## src/rtl/bss_pkg.sv

```systemverilog
/*
  Package for the bus stall sleep controller: register offsets, reset
  values, the bus transfer carrier and the state encodings.
  Assumes a single bus clock domain shared by all users of the package.
*/
package bss_pkg;

  // Word offsets of the three registers within the slave's space.
  localparam logic [3:0] BSS_OFF_SLEEP = 4'h0;
  localparam logic [3:0] BSS_OFF_WAKE_SET = 4'h4;
  localparam logic [3:0] BSS_OFF_WAKE_CLR = 4'h8;

  // Reset value of the wake enable vector and of read data.
  localparam logic [31:0] BSS_WAKE_RESET = 32'h0000_0000;
  // Value returned by a read of the sleep entry register.
  localparam logic [31:0] BSS_SLEEP_READ = 32'h0000_0000;

  // Active transfer type codes on the transfer type bus.
  localparam logic [1:0] BSS_TRANS_NONSEQ = 2'h2;
  localparam logic [1:0] BSS_TRANS_SEQ = 2'h3;
  // The only response code this slave issues.
  localparam logic BSS_RESP_OKAY = 1'b0;

  // Address phase information latched for the data phase.
  typedef struct packed {
    logic valid;
    logic write;
    logic [3:0] offset;
  } bss_xfer_t;

  // Sleep sequencing states, one-hot.
  typedef enum logic [3:0] {
    BSS_RUN = 4'b0001,
    BSS_STALL = 4'b0010,
    BSS_GATED = 4'b0100,
    BSS_RELEASE = 4'b1000
  } bss_sleep_t;

  // Debug power-up handshake states, one-hot.
  typedef enum logic [2:0] {
    BSS_DBG_IDLE = 3'b001,
    BSS_DBG_WAKE = 3'b010,
    BSS_DBG_ACK = 3'b100
  } bss_dbg_t;

endpackage

```

## src/rtl/bss_sync.sv

```systemverilog
/*
  Two flip-flop level synchroniser for the debug power-up request.
  Assumes the input may change at any time relative to the clock.
*/
`timescale 1ns/1ps
module bss_sync (
  input wire logic clk,
  input wire logic rst,
  input wire logic d,
  output logic q
);

  // First stage; only the second stage reads it.
  logic meta_reg;
  logic meta_next;
  // Second stage, the safe output.
  logic sync_reg;
  logic sync_next;

  // Next values simply shift the level along.
  always_comb begin
    meta_next = d;
    sync_next = meta_reg;
  end

  // Both stages clear on synchronous reset.
  always_ff @(posedge clk) begin
    if (rst) begin
      meta_reg <= 1'b0;
      sync_reg <= 1'b0;
    end else begin
      meta_reg <= meta_next;
      sync_reg <= sync_next;
    end
  end

  assign q = sync_reg;

endmodule

```

## src/rtl/bss_controller.sv

```systemverilog
/*
  Bus stall sleep controller: a bus slave that stalls a read of its sleep
  entry register and gates the core clock until a wake event arrives.
  Assumes MCLK runs free and is never gated, and that interrupt lines are
  level sensitive and routed to both the core and this block.
*/
`timescale 1ns/1ps
// Behaviour
// - Reading offset 0x0 requests sleep; read-only.
// - Ones written at 0x4 set enables.
// - Ones written at 0x8 clear enables.
// - Sleep only when no wake event active.
// - Gate stays asserted until a wake event.
// - Sleep is triggered by reads, not writes.
// - Wake is enabled IRQ, NMI or debug.
// - NMI wakes unconditionally, never masked.
// - Transfer needs select, active type, ready.
// - Ready held low during sleep read.
// - Gate asserts the cycle after stall.
// - Wake releases gate first, ready low.
// - Ready returns high one cycle later.
// - Sleep read drives valid read data.
// - Synchronise debug request; it wakes core.
// - Acknowledge after waking, held until released.
// - Debug wake and ack states block sleep.
module bss_controller #(
  parameter int IRQ_WIDTH = 32
) (
  input wire logic MCLK,
  input wire logic RESET,
  input wire logic HSEL,
  input wire logic [31:0] HADDR,
  input wire logic HWRITE,
  input wire logic [1:0] HTRANS,
  input wire logic [2:0] HSIZE,
  input wire logic [2:0] HBURST,
  input wire logic [31:0] HWDATA,
  input wire logic HREADY,
  output logic HREADYOUT,
  output logic HRESP,
  output logic [31:0] HRDATA,
  input wire logic [IRQ_WIDTH-1:0] IRQ,
  input wire logic NMI,
  input wire logic DEBUG_POWERUP_REQUEST,
  output logic DEBUG_POWERUP_ACK,
  output logic SLEEP_GATE
);

  // The register map holds one enable per bit of a 32-bit word.
  initial begin
    if (IRQ_WIDTH < 1 || IRQ_WIDTH > 32) begin
      $error("IRQ_WIDTH must lie between 1 and 32.");
    end
  end

  // Latched address phase of the transfer now in its data phase.
  bss_pkg::bss_xfer_t xfer_reg;
  bss_pkg::bss_xfer_t xfer_next;
  // Wake enable vector, one bit per interrupt line.
  logic [IRQ_WIDTH-1:0] wake_en_reg;
  logic [IRQ_WIDTH-1:0] wake_en_next;
  // Registered read data.
  logic [31:0] rdata_reg;
  logic [31:0] rdata_next;
  // Sleep sequencer state.
  bss_pkg::bss_sleep_t sleep_reg;
  bss_pkg::bss_sleep_t sleep_next;
  // Debug handshake state.
  bss_pkg::bss_dbg_t dbg_reg;
  bss_pkg::bss_dbg_t dbg_next;
  // Synchronised debug request level.
  logic dbg_req_sync;
  // Combined wake request.
  logic wake_request;
  // Debug machine asks to keep the core awake.
  logic dbg_wake;
  // Interrupt and NMI pins synchronised into the bus clock.
  logic [IRQ_WIDTH-1:0] irq_meta_reg;
  logic [IRQ_WIDTH-1:0] irq_sync_reg;
  logic nmi_meta_reg;
  logic nmi_sync_reg;
  // Address phase qualifier and sleep read decode.
  logic addr_phase;
  logic sleep_read;

  // Returns the word-aligned offset field of a bus address.
  function automatic logic [3:0] word_offset(input logic [31:0] addr);
    word_offset = {addr[3:2], 2'b00};
  endfunction

  // Bring the debug request into this clock domain.
  bss_sync u_dbg_sync (
    .clk(MCLK),
    .rst(RESET),
    .d(DEBUG_POWERUP_REQUEST),
    .q(dbg_req_sync)
  );

  // Interrupt pins arrive from other logic and pass two flops first.
  always_ff @(posedge MCLK) begin
    if (RESET) begin
      irq_meta_reg <= '0;
      irq_sync_reg <= '0;
      nmi_meta_reg <= 1'b0;
      nmi_sync_reg <= 1'b0;
    end else begin
      irq_meta_reg <= IRQ;
      irq_sync_reg <= irq_meta_reg;
      nmi_meta_reg <= NMI;
      nmi_sync_reg <= nmi_meta_reg;
    end
  end

  // A transfer is ours only with select, active type and bus ready.
  always_comb begin
    addr_phase = HSEL && HREADY &&
      (HTRANS == bss_pkg::BSS_TRANS_NONSEQ ||
       HTRANS == bss_pkg::BSS_TRANS_SEQ);
    // Only a read of the sleep register starts sleep entry.
    sleep_read = xfer_reg.valid && !xfer_reg.write &&
      xfer_reg.offset == bss_pkg::BSS_OFF_SLEEP;
  end

  // Wake sources combine enabled interrupts, NMI and debug.
  always_comb begin
    wake_request = (|(irq_sync_reg & wake_en_reg)) ||
      nmi_sync_reg ||
      dbg_wake;
  end

  // Debug handshake: wake the core, then acknowledge once it runs.
  always_comb begin
    dbg_next = dbg_reg;
    case (dbg_reg)
      bss_pkg::BSS_DBG_IDLE: begin
        if (dbg_req_sync) begin
          dbg_next = bss_pkg::BSS_DBG_WAKE;
        end
      end
      bss_pkg::BSS_DBG_WAKE: begin
        // Acknowledge only once the core has left sleep.
        if (!dbg_req_sync) begin
          dbg_next = bss_pkg::BSS_DBG_IDLE;
        end else if (sleep_reg == bss_pkg::BSS_RUN) begin
          dbg_next = bss_pkg::BSS_DBG_ACK;
        end
      end
      bss_pkg::BSS_DBG_ACK: begin
        // Hold the acknowledge until the request drops.
        if (!dbg_req_sync) begin
          dbg_next = bss_pkg::BSS_DBG_IDLE;
        end
      end
      default: begin
        dbg_next = bss_pkg::BSS_DBG_IDLE;
      end
    endcase
    dbg_wake = dbg_reg != bss_pkg::BSS_DBG_IDLE;
  end

  // Sleep sequencing: stall, gate, release gate, then finish the read.
  always_comb begin
    sleep_next = sleep_reg;
    case (sleep_reg)
      bss_pkg::BSS_RUN: begin
        // The stall begins in the data phase of a sleep read.
        if (sleep_read && !wake_request) begin
          sleep_next = bss_pkg::BSS_STALL;
        end
      end
      bss_pkg::BSS_STALL: begin
        // The core has seen ready low and the gate is already closed.
        sleep_next = wake_request ? bss_pkg::BSS_RELEASE
                                  : bss_pkg::BSS_GATED;
      end
      bss_pkg::BSS_GATED: begin
        // The gate holds until some wake source appears.
        if (wake_request) begin
          sleep_next = bss_pkg::BSS_RELEASE;
        end
      end
      bss_pkg::BSS_RELEASE: begin
        // Clock runs again; ready stays low, the read completes next cycle in run.
        sleep_next = bss_pkg::BSS_RUN;
      end
      default: begin
        sleep_next = bss_pkg::BSS_RUN;
      end
    endcase
  end

  // Address phase capture, enable updates and read data.
  always_comb begin
    xfer_next = xfer_reg;
    wake_en_next = wake_en_reg;
    rdata_next = rdata_reg;
    // Writes take effect in their data phase.
    if (xfer_reg.valid && xfer_reg.write) begin
      if (xfer_reg.offset == bss_pkg::BSS_OFF_WAKE_SET) begin
        wake_en_next = wake_en_reg | HWDATA[IRQ_WIDTH-1:0];
      end else if (xfer_reg.offset == bss_pkg::BSS_OFF_WAKE_CLR) begin
        wake_en_next = wake_en_reg & ~HWDATA[IRQ_WIDTH-1:0];
      end
    end
    // A new address phase is only taken while the bus is ready.
    if (HREADY) begin
      xfer_next.valid = addr_phase;
      xfer_next.write = HWRITE;
      xfer_next.offset = word_offset(HADDR);
      // Read data is registered ahead of its data phase.
      rdata_next = bss_pkg::BSS_SLEEP_READ;
      if (addr_phase && !HWRITE &&
          word_offset(HADDR) != bss_pkg::BSS_OFF_SLEEP) begin
        rdata_next = 32'h0000_0000;
        rdata_next[IRQ_WIDTH-1:0] = wake_en_next;
      end
    end
  end

  // Register every group; reset clears enables, gate and ack.
  always_ff @(posedge MCLK) begin
    if (RESET) begin
      xfer_reg <= '0;
      wake_en_reg <= bss_pkg::BSS_WAKE_RESET[IRQ_WIDTH-1:0];
      rdata_reg <= bss_pkg::BSS_WAKE_RESET;
      sleep_reg <= bss_pkg::BSS_RUN;
      dbg_reg <= bss_pkg::BSS_DBG_IDLE;
    end else begin
      xfer_reg <= xfer_next;
      wake_en_reg <= wake_en_next;
      rdata_reg <= rdata_next;
      sleep_reg <= sleep_next;
      dbg_reg <= dbg_next;
    end
  end

  // Ready is low on the first stall cycle and while gated or released.
  always_comb begin
    HREADYOUT = !((sleep_reg == bss_pkg::BSS_RUN) && sleep_read &&
      !wake_request) && (sleep_reg != bss_pkg::BSS_STALL) &&
      (sleep_reg != bss_pkg::BSS_GATED) &&
      (sleep_reg != bss_pkg::BSS_RELEASE);
    HRESP = bss_pkg::BSS_RESP_OKAY;
    HRDATA = rdata_reg;
    // The gate closes in the cycle right after the core saw ready low,
    // so the stall state already counts as gated.
    SLEEP_GATE = (sleep_reg == bss_pkg::BSS_STALL) ||
      (sleep_reg == bss_pkg::BSS_GATED);
    DEBUG_POWERUP_ACK = dbg_reg == bss_pkg::BSS_DBG_ACK;
  end

endmodule

```

## config.mk

```make
export PLATFORM = sky130hd
export DESIGN_NAME = bss_controller
export DESIGN_NICKNAME = d
export VERILOG_FILES = /design/src/rtl/bss_pkg.sv /design/src/rtl/bss_sync.sv /design/src/rtl/bss_controller.sv
export SDC_FILE = /design/constraint.sdc
export NUM_CORES = 1
export LEC_CHECK = 0
export ABC_CLOCK_PERIOD_IN_PS = 2700
export BUFFER_PORTS_ARGS = -buffer_cell sky130_fd_sc_hd__buf_2
export CORE_ASPECT_RATIO = 0.7
export CORE_UTILIZATION = 56
export CTS_BUF_LIST = sky130_fd_sc_hd__clkbuf_8
export DETAILED_ROUTE_END_ITERATION = 10
export PLACE_DENSITY = 0.95
export SLEW_MARGIN = 10
export SYNTH_ARGS = -nofsm -noshare
export SYNTH_HDL_FRONTEND = slang
export SYNTH_HIERARCHICAL = 1
export SYNTH_SLANG_ARGS = --single-unit
```

## constraint.sdc

```tcl
create_clock -name MCLK -period 2.7 [get_ports MCLK]
set_input_delay 0.27 -clock MCLK [delete_from_list [all_inputs] [get_ports MCLK]]
set_output_delay 0.27 -clock MCLK [all_outputs]
set_load 0.01 [all_outputs]
```

==> flow_metrics.env <==
export IMPL_drt_iter0_markers=454
export IMPL_via_per_inst=5.746
export IMPL_crit_family="simple AND/OR/NAND/NOR gates"
export IMPL_setup_tns_ns=0
export IMPL_antenna_found_initial=0
export IMPL_maxClockFrequency_mhz=415.3
export IMPL_critPathMaxStageDelay_ns=0.53
export IMPL_grt_max_degree=69
export IMPL_tightest_slew_ns=0.5740
export IMPL_yosysSeqAreaShare=0.5583
export IMPL_setup_viol=0
export IMPL_synth_net_count=628
export IMPL_power_leakage_uw=0.002511
export IMPL_maxCapViolCount=0
export IMPL_dieArea_um2=9549
export IMPL_clk_latency_ns=0.44
export IMPL_die_x_um=116.4
export IMPL_cp_arrival_ns=2.14
export IMPL_cts_root_buf="clkbuf_8"
export IMPL_status="completed"
export IMPL_yosysWarnings=6
export IMPL_crit_path_cell_trace="a22oi_1 -> nand4_1 -> nor4_1 -> a32oi_1 -> buf_2"
export IMPL_drive_above_1_share=0.2432
export IMPL_cts_clk_slew_worst_paths_ns=0.07
export IMPL_drc=0
export IMPL_io_buffer_count=108
export IMPL_gp_congestion=0.9223
export IMPL_max_slew_margin_rel=0.6173
export IMPL_antenna_left=0
export IMPL_async_flop_share=0
export IMPL_synth_avg_cell_area_um2=9.918
export IMPL_pre_cts_slack_ns=0.7363
export IMPL_cp_max_fo=3
export IMPL_syn_area_um2=5127
export IMPL_path_class="register to output port"
export IMPL_cts_tree="yes"
export IMPL_area_growth_synth_to_final_pct=18.50
export IMPL_post_route_util=0.7021
export IMPL_htree_num_levels=4
export IMPL_vdd_ir_drop_max_mv=0.4525
export IMPL_grt_first_pass_wirelength_um=19090
export IMPL_cts_path_max_buffers=2
export IMPL_cts_sinks=143
export IMPL_period_needed_ns=2.408
export IMPL_rrSetupSlack_ns=0.65
export IMPL_num_vias=4281
export IMPL_slowest_stage="nor4_1"
export IMPL_startpoint_type="register"
export IMPL_cts_buffers=17
export IMPL_die_h_um=82.06
export IMPL_synth_flop_cell="dfxtp_1"
export IMPL_hold_viol=0
export IMPL_cts_setup_buffers=0
export IMPL_diodes=0
export IMPL_required_ns=2.43
export IMPL_track_usage=0.2745
export IMPL_cts_resized=0
export IMPL_drt_first_pass_iters=5
export IMPL_initial_core_util=0.5925
export IMPL_holdCritPathClass="input pin to register"
export IMPL_rsz0062_at_grt="no"
export IMPL_timing_final_crit_share=0.8918
export IMPL_core_area_um2=8653
export IMPL_synthCells=517
export IMPL_cp_end_kind="output port"
export IMPL_dpl_hpwl_um=8656
export IMPL_layout_common_cells="dfxtp_1, buf_2, nor2b_1, o21ai_0, nand3_1"
export IMPL_path_buf_inv=1
export IMPL_grt_overflow=0
export IMPL_synth_distinct_cells=37
export IMPL_nNetsFinal=723
export IMPL_worst_slack_ns=0.2922
export IMPL_row_count=28
export IMPL_wirelength_um=12390
export IMPL_finalMaxSlewViolations=0
export IMPL_drt_wirelength_per_cell_um=16.63
export IMPL_synth_edff_count=0
export IMPL_io_pins=147
export IMPL_grt_pass1_vias=3870
export IMPL_power_density_nw_per_um2=667.4
export IMPL_finalClockSkew_ns=0.01112
export IMPL_final_common_cell="dfxtp_1"
export IMPL_ctsHoldBuffers=0
export IMPL_ys_ff_latch=143
==> path summary, 6_finish.rpt <==
kind,startpoint,cells after the start,to
hold / removal,IRQ[31],2,irq_meta_reg[31]
setup / recovery,wake_en_reg[12],5,HREADYOUT
setup reg to reg,xfer_reg[4],5,HRDATA[7]
hold reg to reg,irq_meta_reg[19],1,irq_sync_reg[19]
==> synthesized netlist by cell type, types with 2 or more instances <==
library cell,count,area share
a21oi_1,2,0.0020
a22o_1,32,0.055
a22oi_1,14,0.020
a31oi_1,32,0.039
and2_1,34,0.041
buf_1,4,0.0029
buf_2,11,0.011
buf_4,4,0.0059
buf_6,4,0.0088
clkbuf_1,18,0.013
dfxtp_1,143,0.56
inv_1,2,0.0015
mux2i_1,3,0.0059
nand2_1,10,0.0073
nand3_1,36,0.035
nor2_1,7,0.0051
nor2b_1,69,0.084
nor3_1,6,0.0059
nor3b_1,2,0.0029
nor4_1,2,0.0024
o21ai_0,45,0.044
o21ai_1,21,0.020
xnor2_1,2,0.0034
==> through the flow <==
step	power, uW	instance area, um^2	hold WS, ns	instances
CTS	4075	6076	0.008887	745
floorplan	2360	5127	0.3416	517
global placement	2446	5684	0.4232	713
global route	4196	6076	0.01820	745
finish	4055	6076	0.03152	745
detailed placement	2460	5684	0.4227	713
==> per-layer routing <==
metal	global-route usage	routed length, um	part of all wire
met4	0.1128	242	0.020
met2	0.4213	5521	0.45
met5	0	0	0
met1	0.3566	5143	0.41
met3	0.09077	1487	0.12
==> where the power goes <==
part	internal, uW	switching, uW
Combinational	92.4	128
Clock	843	796
Sequential	2170	29.8
Total	3100	954
==> area by class of cell <==
type / instances / area, um^2
repair buffers: 117 / 608.1
inverters: 2 / 7.507
well taps: 120 / 150.1
multi-input cells: 331 / 2056
flip-flops and latches: 143 / 2863
clock buffers: 18 / 247.7
clock inverters: 14 / 143.9
fillers: 646 / 2577
==> cells by family (layout without fill, tap and decap cells) <==
kind of cell | after synthesis | in the layout | share of synthesized area
AND/OR/NAND/NOR | 173 | 173 | 0.1974
other | 1 | 1 | 0.0007314
AO/OA/AOI/OAI | 151 | 151 | 0.1891
flip-flops | 143 | 143 | 0.5583
buffers and inverters | 43 | 151 | 0.04295
XOR/XNOR | 2 | 2 | 0.003417
multiplexers | 4 | 4 | 0.008053
Power figures use the tool's default switching activity.
